## src/core_map.svh

```systemverilog
`ifndef CORE_MAP_SVH
`define CORE_MAP_SVH

// Register space: flags are the only core register with an address
`define FLAGS_ADDR    8'hf7
`define FLAGS_RESET   8'h02
`define FLAG_Z_BIT    1
`define FLAG_C_BIT    2
`define FLAG_BANK_BIT 4

// Reset values of the other core registers
`define ACC_RESET 8'h00
`define IDX_RESET 8'h00
`define SP_RESET  8'h00
`define PC_RESET  16'h0000

// Core clock: fastest core rate and the least divide from the system clock
`define SYS_CLK_HZ   200000000
`define CORE_MAX_HZ  12000000
`define CORE_MIN_DIV ((`SYS_CLK_HZ + `CORE_MAX_HZ - 1) / `CORE_MAX_HZ)

// Core cycles within an instruction
`define CYC_LAST_FETCH 2
`define CYC_EXEC       3
`define CYC_LATE       4

// Opcodes
`define OP_ADD_A_IMM  8'h01
`define OP_PUSH_A     8'h08
`define OP_PUSH_X     8'h10
`define OP_POP_A      8'h18
`define OP_POP_X      8'h20
`define OP_AND_A_IMM  8'h21
`define OP_HALT       8'h30
`define OP_XOR_A_IMM  8'h31
`define OP_NOP        8'h40
`define OP_SWAP_A_X   8'h4b
`define OP_SWAP_A_SP  8'h4e
`define OP_MOV_A_IMM  8'h50
`define OP_MOV_X_IMM  8'h57
`define OP_MOV_A_X    8'h5b
`define OP_MOV_X_A    8'h5c
`define OP_RD_REG     8'h5d
`define OP_WR_REG_A   8'h60
`define OP_WR_REG_IMM 8'h62
`define OP_AND_FL     8'h70
`define OP_OR_FL      8'h71
`define OP_XOR_FL     8'h72
`define OP_INC_A      8'h74
`define OP_INC_X      8'h75
`define OP_DEC_A      8'h78
`define OP_DEC_X      8'h79
`define OP_LJMP       8'h7d
`define OP_JMP_HI     4'h8

`endif

```

## src/core_pkg.sv

```systemverilog
package core_pkg;

  // Operation classes after decode
  typedef enum {
    K_NOP, K_HALT, K_MOV_A_IMM, K_MOV_X_IMM, K_MOV_A_X, K_MOV_X_A, K_SWAP_A_X,
    K_SWAP_A_SP, K_AND_FL, K_OR_FL, K_XOR_FL, K_ADD_A, K_AND_A, K_XOR_A, K_INC_A,
    K_INC_X, K_DEC_A, K_DEC_X, K_PUSH_A, K_PUSH_X, K_POP_A, K_POP_X, K_RD_REG,
    K_WR_REG_A, K_WR_REG_IMM, K_JMP, K_LJMP
  } op_kind_t;

  // Decoded opcode: class, core cycles, instruction bytes
  typedef struct packed {
    op_kind_t   kind;
    logic [3:0] cycles;
    logic [1:0] len;
  } op_info_t;

  typedef enum {ST_RUN, ST_HALT} core_state_t;

endpackage : core_pkg

```

## src/core_state_addr.sv

```systemverilog
`timescale 1ns/100ps
`include "core_map.svh"

module core_state_addr
(
  // Clock and reset
  input  wire logic        core_clk_i,
  input  wire logic        resetn_i,
  // Core rate select: divide by least divide shifted left by this
  input  wire logic [1:0]  clk_sel_i,
  output logic             core_ce_o,
  output logic             halted_o,
  // Program memory bus
  output logic [15:0]      prog_addr_o,
  output logic             prog_rd_o,
  input  wire logic [7:0]  prog_data_i,
  // Data RAM bus
  output logic [7:0]       ram_addr_o,
  output logic             ram_rd_o,
  output logic             ram_wr_o,
  output logic [7:0]       ram_wdata_o,
  input  wire logic [7:0]  ram_rdata_i,
  // Register space bus
  output logic [7:0]       reg_addr_o,
  output logic             reg_bank_o,
  output logic             reg_rd_o,
  output logic             reg_wr_o,
  output logic [7:0]       reg_wdata_o,
  input  wire logic [7:0]  reg_rdata_i
);
  import core_pkg::*;

  localparam int DIV_W = 8;

  logic [DIV_W-1:0] div_cnt_reg, div_cnt_next, div_limit;
  logic             ce_reg, ce_next;
  logic [7:0]       acc_reg, acc_next, idx_reg, idx_next, sp_reg, sp_next;
  logic [7:0]       flags_reg, flags_next;
  logic [15:0]      pc_reg, pc_next;
  logic [7:0]       op_reg, op_next, op1_reg, op1_next, op2_reg, op2_next;
  logic [4:0]       cyc_reg, cyc_next, last_cyc;
  core_state_t      st_reg, st_next;
  op_info_t         info;
  logic [8:0]       page_sum, alu;
  logic             page_pen, is_jump, run_ce;
  logic             upd_z, upd_c, cval;
  logic [15:0]      jmp_target;
  logic [15:0]      prog_addr_next;
  logic             prog_rd_next, ram_rd_next, ram_wr_next;
  logic [7:0]       ram_addr_next, ram_wdata_next;
  logic             rq_rd, rq_wr, flags_hit;
  logic [7:0]       rq_addr, rq_wdata, rq_rdata;
  logic             rst_seen_reg;

  // Opcode table: class, core cycles, bytes
  function automatic op_info_t decode(input logic [7:0] op);
    op_info_t d;
    d = '{kind: K_NOP, cycles: 4'h4, len: 2'h1};
    case (op)
      `OP_ADD_A_IMM:  d = '{kind: K_ADD_A,      cycles: 4'h4, len: 2'h2};
      `OP_PUSH_A:     d = '{kind: K_PUSH_A,     cycles: 4'h4, len: 2'h1};
      `OP_PUSH_X:     d = '{kind: K_PUSH_X,     cycles: 4'h4, len: 2'h1};
      `OP_POP_A:      d = '{kind: K_POP_A,      cycles: 4'h5, len: 2'h1};
      `OP_POP_X:      d = '{kind: K_POP_X,      cycles: 4'h5, len: 2'h1};
      `OP_AND_A_IMM:  d = '{kind: K_AND_A,      cycles: 4'h4, len: 2'h2};
      `OP_HALT:       d = '{kind: K_HALT,       cycles: 4'h9, len: 2'h1};
      `OP_XOR_A_IMM:  d = '{kind: K_XOR_A,      cycles: 4'h4, len: 2'h2};
      `OP_NOP:        d = '{kind: K_NOP,        cycles: 4'h4, len: 2'h1};
      `OP_SWAP_A_X:   d = '{kind: K_SWAP_A_X,   cycles: 4'h5, len: 2'h1};
      `OP_SWAP_A_SP:  d = '{kind: K_SWAP_A_SP,  cycles: 4'h5, len: 2'h1};
      `OP_MOV_A_IMM:  d = '{kind: K_MOV_A_IMM,  cycles: 4'h4, len: 2'h2};
      `OP_MOV_X_IMM:  d = '{kind: K_MOV_X_IMM,  cycles: 4'h4, len: 2'h2};
      `OP_MOV_A_X:    d = '{kind: K_MOV_A_X,    cycles: 4'h4, len: 2'h1};
      `OP_MOV_X_A:    d = '{kind: K_MOV_X_A,    cycles: 4'h4, len: 2'h1};
      `OP_RD_REG:     d = '{kind: K_RD_REG,     cycles: 4'h6, len: 2'h2};
      `OP_WR_REG_A:   d = '{kind: K_WR_REG_A,   cycles: 4'h5, len: 2'h2};
      `OP_WR_REG_IMM: d = '{kind: K_WR_REG_IMM, cycles: 4'h8, len: 2'h3};
      `OP_AND_FL:     d = '{kind: K_AND_FL,     cycles: 4'h4, len: 2'h2};
      `OP_OR_FL:      d = '{kind: K_OR_FL,      cycles: 4'h4, len: 2'h2};
      `OP_XOR_FL:     d = '{kind: K_XOR_FL,     cycles: 4'h4, len: 2'h2};
      `OP_INC_A:      d = '{kind: K_INC_A,      cycles: 4'h4, len: 2'h1};
      `OP_INC_X:      d = '{kind: K_INC_X,      cycles: 4'h4, len: 2'h1};
      `OP_DEC_A:      d = '{kind: K_DEC_A,      cycles: 4'h4, len: 2'h1};
      `OP_DEC_X:      d = '{kind: K_DEC_X,      cycles: 4'h4, len: 2'h1};
      `OP_LJMP:       d = '{kind: K_LJMP,       cycles: 4'h7, len: 2'h3};
      default:
      begin
        if (op[7:4] == `OP_JMP_HI)
          d = '{kind: K_JMP, cycles: 4'h5, len: 2'h2};
      end
    endcase
    return d;
  endfunction : decode

  // Core rate divider; the least divide keeps the core at or below its top rate
  assign div_limit = DIV_W'(`CORE_MIN_DIV << clk_sel_i) - DIV_W'(1);
  always_comb
  begin
    div_cnt_next = div_cnt_reg + DIV_W'(1);
    ce_next      = 1'b0;
    if (div_cnt_reg >= div_limit)
    begin
      div_cnt_next = '0;
      ce_next      = 1'b1;
    end
  end

  // Decode and page-crossing penalty
  assign info       = decode(op_reg);
  assign is_jump    = (info.kind == K_JMP) || (info.kind == K_LJMP);
  assign page_sum   = {1'b0, pc_reg[7:0]} + {7'h00, info.len};
  assign page_pen   = !is_jump && page_sum[8];
  assign last_cyc   = {1'b0, info.cycles} - 5'h01 + {4'h0, page_pen};
  assign jmp_target = pc_reg + 16'h0001 + {{4{op_reg[3]}}, op_reg[3:0], op1_reg};
  assign run_ce     = ce_reg && (st_reg == ST_RUN);

  // Architectural state update, one step per core cycle
  always_comb
  begin
    acc_next = acc_reg;  idx_next = idx_reg;  sp_next = sp_reg;
    flags_next = flags_reg;  pc_next = pc_reg;  st_next = st_reg;
    op_next = op_reg;  op1_next = op1_reg;  op2_next = op2_reg;
    cyc_next = cyc_reg;
    alu = 9'h000;  upd_z = 1'b0;  upd_c = 1'b0;  cval = 1'b0;
    if (run_ce)
    begin
      cyc_next = cyc_reg + 5'h01;
      // Byte at pc+k stands on the bus at the edge ending core cycle k
      if (cyc_reg == 5'd0) op_next = prog_data_i;
      if (cyc_reg == 5'd1) op1_next = prog_data_i;
      if (cyc_reg == 5'(`CYC_LAST_FETCH)) op2_next = prog_data_i;
      if (cyc_reg == 5'(`CYC_EXEC))
      begin
        case (info.kind)
          K_MOV_A_IMM: begin acc_next = op1_reg; upd_z = 1'b1; end
          K_MOV_X_IMM: idx_next = op1_reg;
          K_MOV_A_X:   begin acc_next = idx_reg; upd_z = 1'b1; end
          K_MOV_X_A:   idx_next = acc_reg;
          K_SWAP_A_X:  begin acc_next = idx_reg; idx_next = acc_reg; upd_z = 1'b1; end
          K_SWAP_A_SP: begin acc_next = sp_reg; sp_next = acc_reg; upd_z = 1'b1; end
          K_AND_FL:    flags_next = flags_reg & op1_reg;
          K_OR_FL:     flags_next = flags_reg | op1_reg;
          K_XOR_FL:    flags_next = flags_reg ^ op1_reg;
          K_AND_A:     begin acc_next = acc_reg & op1_reg; upd_z = 1'b1; end
          K_XOR_A:     begin acc_next = acc_reg ^ op1_reg; upd_z = 1'b1; end
          K_ADD_A, K_INC_A, K_DEC_A:
          begin
            alu = (info.kind == K_ADD_A) ? {1'b0, acc_reg} + {1'b0, op1_reg} :
                  (info.kind == K_INC_A) ? {1'b0, acc_reg} + 9'h001 :
                                           {1'b0, acc_reg} - 9'h001;
            acc_next = alu[7:0];  upd_z = 1'b1;  upd_c = 1'b1;  cval = alu[8];
          end
          K_INC_X, K_DEC_X:
          begin
            alu = (info.kind == K_INC_X) ? {1'b0, idx_reg} + 9'h001 :
                                           {1'b0, idx_reg} - 9'h001;
            idx_next = alu[7:0];  upd_z = 1'b1;  upd_c = 1'b1;  cval = alu[8];
          end
          K_PUSH_A, K_PUSH_X: sp_next = sp_reg + 8'h01;
          K_POP_A, K_POP_X:   sp_next = sp_reg - 8'h01;
          default: ;
        endcase
      end
      if (cyc_reg == 5'(`CYC_LATE))
      begin
        // Pop and register reads land one core cycle after their request
        case (info.kind)
          K_POP_A:  begin acc_next = ram_rdata_i; upd_z = 1'b1; end
          K_POP_X:  idx_next = ram_rdata_i;
          K_RD_REG: begin acc_next = rq_rdata; upd_z = 1'b1; end
          default: ;
        endcase
      end
      if (upd_z) flags_next[`FLAG_Z_BIT] = (info.kind inside {K_INC_X, K_DEC_X}) ?
                                           (idx_next == 8'h00) : (acc_next == 8'h00);
      if (upd_c) flags_next[`FLAG_C_BIT] = cval;
      // Register write to the flag address lands in the flags
      if (rq_wr && flags_hit) flags_next = rq_wdata;
      if (cyc_reg == last_cyc)
      begin
        cyc_next = 5'h00;
        pc_next  = (info.kind == K_JMP)  ? jmp_target :
                   (info.kind == K_LJMP) ? {op1_reg, op2_reg} :
                   pc_reg + {14'h0000, info.len};
        if (info.kind == K_HALT) st_next = ST_HALT;
      end
    end
  end

  // Bus requests for the current core cycle
  always_comb
  begin
    prog_rd_next   = (st_reg == ST_RUN) && (cyc_reg <= 5'(`CYC_LAST_FETCH));
    prog_addr_next = pc_reg + {11'h000, cyc_reg};
    ram_rd_next    = 1'b0;
    ram_wr_next    = 1'b0;
    ram_addr_next  = sp_reg;
    ram_wdata_next = (info.kind == K_PUSH_X) ? idx_reg : acc_reg;
    rq_rd          = 1'b0;
    rq_wr          = 1'b0;
    rq_addr        = op1_reg;
    rq_wdata       = acc_reg;
    if (st_reg == ST_RUN && cyc_reg == 5'(`CYC_EXEC))
    begin
      ram_wr_next = (info.kind == K_PUSH_A) || (info.kind == K_PUSH_X);
      ram_rd_next = (info.kind == K_POP_A) || (info.kind == K_POP_X);
      if (ram_rd_next) ram_addr_next = sp_reg - 8'h01;
      rq_rd = (info.kind == K_RD_REG);
      rq_wr = (info.kind == K_WR_REG_A);
    end
    if (st_reg == ST_RUN && cyc_reg == 5'(`CYC_LATE) && info.kind == K_WR_REG_IMM)
    begin
      rq_wr    = 1'b1;
      rq_wdata = op2_reg;
    end
  end

  // Register space port, bank taken from the flags
  reg_space_port u_reg_port (
    .core_clk_i  (core_clk_i),
    .resetn_i    (resetn_i),
    .req_rd_i    (rq_rd),
    .req_wr_i    (rq_wr),
    .req_addr_i  (rq_addr),
    .req_wdata_i (rq_wdata),
    .bank_i      (flags_reg[`FLAG_BANK_BIT]),
    .flags_i     (flags_reg),
    .flags_hit_o (flags_hit),
    .rd_data_o   (rq_rdata),
    .reg_addr_o  (reg_addr_o),
    .reg_bank_o  (reg_bank_o),
    .reg_rd_o    (reg_rd_o),
    .reg_wr_o    (reg_wr_o),
    .reg_wdata_o (reg_wdata_o),
    .reg_rdata_i (reg_rdata_i)
  );

  // State and registered bus outputs
  always_ff @(posedge core_clk_i or negedge resetn_i)
  begin
    if (!resetn_i)
    begin
      div_cnt_reg <= '0;  ce_reg <= 1'b0;  rst_seen_reg <= 1'b1;
      acc_reg <= `ACC_RESET;  idx_reg <= `IDX_RESET;
      sp_reg <= `SP_RESET;  pc_reg <= `PC_RESET;  flags_reg <= `FLAGS_RESET;
      op_reg <= 8'h00;  op1_reg <= 8'h00;  op2_reg <= 8'h00;
      cyc_reg <= 5'h00;  st_reg <= ST_RUN;
      prog_addr_o <= 16'h0000;  prog_rd_o <= 1'b0;
      ram_addr_o <= 8'h00;  ram_rd_o <= 1'b0;  ram_wr_o <= 1'b0;  ram_wdata_o <= 8'h00;
    end
    else
    begin
      div_cnt_reg <= div_cnt_next;  ce_reg <= ce_next;  rst_seen_reg <= 1'b0;
      acc_reg <= acc_next;  idx_reg <= idx_next;  sp_reg <= sp_next;
      pc_reg <= pc_next;  flags_reg <= flags_next;
      op_reg <= op_next;  op1_reg <= op1_next;  op2_reg <= op2_next;
      cyc_reg <= cyc_next;  st_reg <= st_next;
      prog_addr_o <= prog_addr_next;  prog_rd_o <= prog_rd_next;
      ram_addr_o <= ram_addr_next;  ram_rd_o <= ram_rd_next;
      ram_wr_o <= ram_wr_next;  ram_wdata_o <= ram_wdata_next;
    end
  end

  assign core_ce_o = ce_reg;
  assign halted_o  = (st_reg == ST_HALT);

  // Checks
  reset_values_a: assert property (@(posedge core_clk_i) disable iff (!resetn_i)
    rst_seen_reg |-> acc_reg == 8'h00 && idx_reg == 8'h00 && sp_reg == 8'h00
                     && pc_reg == 16'h0000 && flags_reg == 8'h02)
    else $error("core registers not at reset values");
  push_step_a: assert property (@(posedge core_clk_i) disable iff (!resetn_i)
    run_ce && cyc_reg == 5'd3 && info.kind == K_PUSH_A
    |-> ram_wr_o && ram_addr_o == sp_reg ##1 sp_reg == $past(sp_reg) + 8'h01)
    else $error("push did not write at pointer then increment");
  pop_step_a: assert property (@(posedge core_clk_i) disable iff (!resetn_i)
    run_ce && cyc_reg == 5'd3 && info.kind inside {K_POP_A, K_POP_X}
    |-> ram_rd_o && ram_addr_o == sp_reg - 8'h01 ##1 sp_reg == $past(sp_reg) - 8'h01)
    else $error("pop did not decrement then read");
  sp_wrap_a: assert property (@(posedge core_clk_i) disable iff (!resetn_i)
    run_ce && cyc_reg == 5'd3 && info.kind inside {K_PUSH_A, K_PUSH_X} && sp_reg == 8'hff
    |=> sp_reg == 8'h00)
    else $error("stack pointer did not wrap to zero");
  pc_step_a: assert property (@(posedge core_clk_i) disable iff (!resetn_i)
    run_ce && cyc_reg == last_cyc && !is_jump
    |=> pc_reg == $past(pc_reg) + {14'h0000, $past(info.len)} && cyc_reg == 5'h00)
    else $error("program counter did not step by instruction length");
  page_cost_a: assert property (@(posedge core_clk_i) disable iff (!resetn_i)
    run_ce && page_pen && cyc_reg == {1'b0, info.cycles} - 5'h01
    |=> pc_reg == $past(pc_reg) && cyc_reg == $past(cyc_reg) + 5'h01)
    else $error("page crossing did not add a cycle");
  flag_or_a: assert property (@(posedge core_clk_i) disable iff (!resetn_i)
    run_ce && cyc_reg == 5'd3 && info.kind == K_OR_FL && op1_reg[`FLAG_BANK_BIT]
    |=> flags_reg[`FLAG_BANK_BIT] ##1 reg_bank_o)
    else $error("flag OR did not reach bank select");
  ce_spacing_a: assert property (@(posedge core_clk_i) disable iff (!resetn_i)
    ce_reg |=> !ce_reg [*8])
    else $error("core enable faster than the top core rate");
  imm_load_a: assert property (@(posedge core_clk_i) disable iff (!resetn_i)
    run_ce && cyc_reg == 5'd3 && info.kind == K_MOV_A_IMM
    |=> acc_reg == $past(op1_reg) && flags_reg[`FLAG_Z_BIT] == (acc_reg == 8'h00))
    else $error("immediate load to accumulator wrong");

endmodule : core_state_addr

```

## src/reg_space_port.sv

```systemverilog
`timescale 1ns/100ps
`include "core_map.svh"

module reg_space_port
(
  // Clock and reset
  input  wire logic       core_clk_i,
  input  wire logic       resetn_i,
  // Requests from the core
  input  wire logic       req_rd_i,
  input  wire logic       req_wr_i,
  input  wire logic [7:0] req_addr_i,
  input  wire logic [7:0] req_wdata_i,
  input  wire logic       bank_i,
  input  wire logic [7:0] flags_i,
  output logic            flags_hit_o,
  output logic [7:0]      rd_data_o,
  // Register space bus
  output logic [7:0]      reg_addr_o,
  output logic            reg_bank_o,
  output logic            reg_rd_o,
  output logic            reg_wr_o,
  output logic [7:0]      reg_wdata_o,
  input  wire logic [7:0] reg_rdata_i
);
  logic hit_reg;
  logic hit_next;

  // Flags answer at their address in both banks; bus stays quiet then
  assign flags_hit_o = (req_addr_i == `FLAGS_ADDR);
  assign rd_data_o   = hit_reg ? flags_i : reg_rdata_i;
  // Hit held until the next request, so a flag read still answers in its late cycle
  assign hit_next    = (req_rd_i || req_wr_i) ? flags_hit_o : hit_reg;

  // Bus outputs registered so they never glitch toward peripherals
  always_ff @(posedge core_clk_i or negedge resetn_i)
  begin
    if (!resetn_i)
    begin
      hit_reg     <= 1'b0;
      reg_addr_o  <= 8'h00;
      reg_bank_o  <= 1'b0;
      reg_rd_o    <= 1'b0;
      reg_wr_o    <= 1'b0;
      reg_wdata_o <= 8'h00;
    end
    else
    begin
      hit_reg     <= hit_next;
      reg_addr_o  <= req_addr_i;
      reg_bank_o  <= bank_i;
      reg_rd_o    <= req_rd_i && !flags_hit_o;
      reg_wr_o    <= req_wr_i && !flags_hit_o;
      reg_wdata_o <= req_wdata_i;
    end
  end

  // Flag address read returns the live flags
  flag_read_a: assert property (@(posedge core_clk_i) disable iff (!resetn_i)
    hit_reg && !reg_rd_o |-> rd_data_o == flags_i)
    else $error("flag address read did not return flags");

endmodule : reg_space_port

```

## config.mk

```make
export PLATFORM = sky130hd
export DESIGN_NAME = core_state_addr
export DESIGN_NICKNAME = d
export VERILOG_FILES = /design/src/core_pkg.sv /design/src/core_state_addr.sv /design/src/reg_space_port.sv
export VERILOG_INCLUDE_DIRS = /design/src
export SDC_FILE = /design/constraint.sdc
export NUM_CORES = 1
export LEC_CHECK = 0
export ABC_CLOCK_PERIOD_IN_PS = 6900
export BUFFER_PORTS_ARGS = -buffer_cell sky130_fd_sc_hd__buf_4
export CAP_MARGIN = 20
export CELL_PAD_IN_SITES_DETAIL_PLACEMENT = 2
export CELL_PAD_IN_SITES_GLOBAL_PLACEMENT = 2
export CORE_UTILIZATION = 38
export CTS_CLUSTER_DIAMETER = 60
export CTS_CLUSTER_SIZE = 28
export DETAILED_ROUTE_END_ITERATION = 16
export GPL_TIMING_DRIVEN = 1
export PLACE_DENSITY_LB_ADDON = 0.05
export SLEW_MARGIN = 40
export SYNTH_ARGS = -nofsm -noshare
export SYNTH_HDL_FRONTEND = slang
export SYNTH_SLANG_ARGS = --single-unit
```

## constraint.sdc

```tcl
create_clock -name core_clk_i -period 6.9 [get_ports core_clk_i]
set_input_delay 0.69 -clock core_clk_i [delete_from_list [all_inputs] [get_ports core_clk_i]]
set_output_delay 0.69 -clock core_clk_i [all_outputs]
set_load 0.05 [all_outputs]
```

---- Word-level counts from Yosys, hierarchy flattened ----
Index checks and enable logic that the tools add are counted.
operators by class
  $add $sub $neg .......................... 17
  magnitude comparators ................... 2
  equality and inequality tests ........... 67
  shift operators ......................... 1
  mux-type cells .......................... 47
  bitwise gates (word level) .............. 5
  reductions and logical operators ........ 45
operator list
  cell                   number
  $eq 32x5->1 const B    10
  $eq 32x6->1 const B    9
  $pmux 11 s26           1
  $eq 32x4->1 const B    8
  $eq 8x7->1 const B     18
  $eq 32x3->1 const B    4
  $mux 8                 15
  $eq 32x2->1 const B    3
  $pmux 8 s3             3
  $pmux 8 s6             1
  $eq 8x6->1 const B     4
  $logic_not 32->1       1
  $mux 16                2
  $mux 9                 3
  $add 8x1->9 const B    2
  $mux 1                 18
  $sub 8x1->9 const B    2
  $add 16x1->16 const B  1
  $add 16x16->16         1
  $add 16x2->16          1
  $add 16x5->16          1
  $add 8x1->8 const B    2
  $and 8x8->8            2
  $eq 8x5->1 const B     2
  39 further kinds       70
word-level totals
  flip-flop bits (word level) ............. 142
  input port bits ......................... 28
  output and inout port bits .............. 56
  word-level logic and storage cells ...... 210

---- Logic depth before layout (Yosys ltp) ----
  word-level depth ........................ 15
  mapped depth ............................ 27
  depth with buffers taken out ............ 23

---- Cells and area by module ----
Synthesis repeated with hierarchy kept, for this count alone.
unflattened totals
  cells, all modules ...................... 1,179
  area total of the unflattened synthesis .. 10,502.6 µm²
modules (own cells, without submodules)
  module           times used  cells an instance  area an instance (µm²)  seq. area each (µm²)
  core_state_addr  1           1,142              9,846.9                 3,054.2
  reg_space_port   1           37                 655.6                   500.5

---- Worst setup path after synthesis ----
Ideal clock, no wire load.
  path type ............................... reg2reg
  start ................................... register op_reg[6]
  end ..................................... register pc_reg[15]
  setup time .............................. 121 ps
  arrival ................................. 5,140 ps
  data required time ...................... 6,779 ps
  path slack .............................. 1,639 ps
  cell stages (with the launch flop) ...... 24
  path buffers ............................ 4
  clock period less this slack ............ 5,261 ps
  path through ............................ dfrtp_1 or4_1 buf_2 or4b_1 clkbuf_1 and3_1 o211ai_1 ha_1 fa_1 nand2_1 nor2_1 and3_1 clkbuf_1 nand3_1 ha_1 ha_1 xnor2_1 nand3_1 o21ai_0 nand2b_1 a2111oi_1 nand2_1 clkbuf_1 o22a_1
on the way
  longest elaborated chain between the ends .. 10
  elaborated cells on any way between the ends .. 42
  classes of those cells .................. add/sub: 4; eq/ne: 30; mux: 4; reduce/logical: 4
ends and longest elaborated chain
  element                                              RTL line                text
  start: declaration                                   core_state_addr.sv:40   logic [7:0] op_reg, op_next, op1_reg, op1_next, op2_reg, op2_next;
  start signal: assignment                             core_state_addr.sv:256  op_reg <= op_next; op1_reg <= op1_next; op2_reg <= op2_next;
  $eq 4x4->1 (no line)                                 --
  $mux 11                                              core_state_addr.sv:88   if (op[7:4] == `OP_JMP_HI)
  $pmux 11 s26 (*)                                     core_state_addr.sv:59   case (op)
  branches (longest 7 deep; another with $add 8x2->9)  --
  end signal: assignment                               core_state_addr.sv:245  sp_reg <= `SP_RESET; pc_reg <= `PC_RESET; flags_reg <= `FLAGS_RESET;
  end signal: assignment                               core_state_addr.sv:255  pc_reg <= pc_next; flags_reg <= flags_next;
  end: declaration                                     core_state_addr.sv:39   logic [15:0] pc_reg, pc_next;
Mark *: on every way between the ends.
A chain may end at the register's enable or synchronous reset.

---- Final worst setup path ----
  start ................................... register op_reg[2]
  end ..................................... register pc_reg[15]
on the way
  longest elaborated chain between the ends .. 9
  elaborated cells on any way between the ends .. 41
  classes of those cells .................. add/sub: 5; eq/ne: 29; mux: 3; reduce/logical: 4
ends and longest elaborated chain
  element
  branches (longest 9 deep; another with $add 8x2->9)
Parallel ways; which one is timed is not known.

==> reports/results.txt <==
Final net count: 1354
Per-cell routed wire length: 26.2 µm
Synth top area cells: dfrtp_1 34%, ha_1 9.5%, o21ai_0 5.1%
TNS Setup: 0 ns
Buf/Inv on CP: 2
Dpl cells: 1557
Synth Warn #: 0
Design Area, Final: 12000 µm²
Headroom to the max-slew limit: 0.422
CP Max Fanout: 33
Clock sinks: 142
Clk_lat worst skew: 0.45 ns
Layout cells sized above 1: 0.166
Unrepaired setup endpoints after global routing: no
Initial DRC Count: 793
Post-synth ARST share: 1.00
Syn Area/Cell: 8.77 µm²
Seq/Total Area, Yosys: 0.345
Worst Max-Slew Pin Slew: 0.867 ns
Die span in x: 167 µm
Clock Tree Root: clkbuf_16
Total power: 5.17 mW
Required time worst endpoint: 7.28 ns
Number of antenna repair diodes: 0
H-tree depth: 4
Initial core utilization: 0.391
Post-synth EDFFs: 0
CP delay by family, top: simple AND/OR/NAND/NOR gates
CP max stage cell: dfrtp_1
Most common cell after layout, fill and taps aside: dfrtp_1
Worst Skew: 0.0151 ns
Met1 WL: 19.5 mm
Core area: 26400 µm²
Setup bufs post-CTS: 0
F_max: 0.161 GHz
Commonest cells after routing, fill and taps aside: 141 x dfrtp_1, 120 x nand2_1, 106 x o21ai_0, 106 x buf_4, 102 x nor2_1
Largest net degree at the start of global routing: 97
Met2 WL post-DR: 18.7 mm
Routed met3 length: 2.41 mm
Flops & latches, synth: 142
Synth top area share: 0.342
Initial antenna violation count: 2
Crit path DAT: 6.60 ns
Clock slew at reported path FFs: 0.08 ns
Gr usage total: 0.307
Area growth syn-to-layout: 15.9%
Predominant post-synthesis flop cell: dfrtp_1
Reg-to-reg slack, setup: 0.68 ns
CP startpoint kind: register
Leak pwr: 5.29 nW
Post-Route Utilization: 0.454
Vias after detailed routing: 9800
DIE AREA: 27800 µm²
Antenna-violating nets left: 0
CTS max path bufs: 2
Number of global-route vias before repair: 10357
I/O Buffers: 83
Grt total ovfl: 0
Post-cts gate resize count: 0
Cts-stage hold buffer count: 0
Distinct cells, synth: 79
Largest area contributor in the netlist: dfrtp_1
Setup violations, final: 0
Worst slack, placed: 0.903 ns
CTS Buf Count: 17
Maximum VDD drop: 0.000221 V
Mapped Area: 10300 µm²
Drt drc: 0
Hold Path Class: input pin to asynchronous set/reset pin
Max-cap violations: 0
CTS tree: built
Final wirelength: 41.8 mm
Post-DP HPWL: 30.2 mm
Status: complete, no violations
Setup ws final: 0.679 ns
Crit end category: register
First-pass iteration count of the detailed router: 5
Syn Inst Count: 1177
Total I/O pin count: 84
Final Hold Vio Count: 0
Critical Path Max Stage Delay: 0.67 ns
Layout Cells excl Fill: 1591
Top sig layer: met4
PwrDens: 432 nW/µm²
Slew Limit Fails: 0
Hold WS: 0.0986 ns
Die span in y: 167 µm
First-pass GRT wire length: 64.4 mm
Via/cell ratio: 6.16
Final min period: 6.22 ns
Final period utilization: 0.902
Critical path class: register to register
Area after DPL: 11300 µm²
Syn_nets: 1288
Row Count: 59
Global placement routability congestion: 0.920
final timing paths:
path	to	start	cells past startpoint
max	pc_reg[15]$_DFFE_PN0P_	op_reg[2]$_DFFE_PN0P_	25
min	prog_addr_o[12]$_DFF_PN0_	resetn_i	1
max reg2reg	pc_reg[15]$_DFFE_PN0P_	op_reg[2]$_DFFE_PN0P_	25
min reg2reg	u_reg_port.reg_bank_o$_DFF_PN0_	flags_reg[4]$_DFFE_PN0P_	0
max in group asynchronous	ram_wdata_o[6]$_DFF_PN0_	resetn_i	2
min in group core_clk_i	u_reg_port.reg_bank_o$_DFF_PN0_	flags_reg[4]$_DFFE_PN0P_	0
logic make-up (layout without fill, tap and decap cells):
group                    Yosys count  after routing  synth area share
AO/OA/AOI/OAI                    324            324             0.200
XOR/XNOR                          67             67            0.0569
adder cells (fa/ha/maj)           83             83             0.104
buffers and inverters            109            188            0.0416
flip-flops                       142            142             0.345
multiplexers                      50             50            0.0531
AND/OR/NAND/NOR                  402            402             0.199
synth_stat cells (5+ instances only):
cell type,count
inv_1,47
nand3_1,28
or2_2,7
a211oi_1,26
nor2_1,104
a22oi_1,7
a221oi_1,10
nor2b_1,17
nand2_1,120
o21ai_0,106
xor2_1,28
a222oi_1,13
mux2i_1,12
a21o_1,16
nor3_1,27
dfrtp_1,141
a21oi_1,76
mux2_2,38
nand2b_1,15
and3_1,13
a221o_1,5
ha_1,78
o31ai_1,5
a31oi_1,10
o22ai_1,6
buf_1,5
clkbuf_1,45
a211o_1,5
or3_1,9
or4_1,5
fa_1,5
o21bai_1,5
o211ai_1,7
nand4_1,16
buf_2,10
nor4_1,6
xnor2_1,39
where the power goes:
group / internal, mW / leakage (nW) / switching, mW
logic: 0.952 / 3.16 / 1.65
registers: 1.08 / 1.83 / 0.513
clock network: 0.494 / 0.294 / 0.490
layout make-up:
class                           instances  area, µm²
Fill cell                            2889      14400
Multi-Input combinational cell        926       6360
Sequential cell                       142       3550
Timing Repair Buffer                  108        838
Clock buffer                           17        425
Tap cell                              335        419
Clock inverter                         15        188
Inverter                               48        180
layer usage:
layer | up-vias | global-route usage
li1 | 4387 | -
met1 | 5033 | 0.430
met2 | 310 | 0.479
met3 | 70 | 0.0509
met4 | 0 | 0.101
met5 | - | 0
Note: power is estimated with default switching activity, not from simulation.
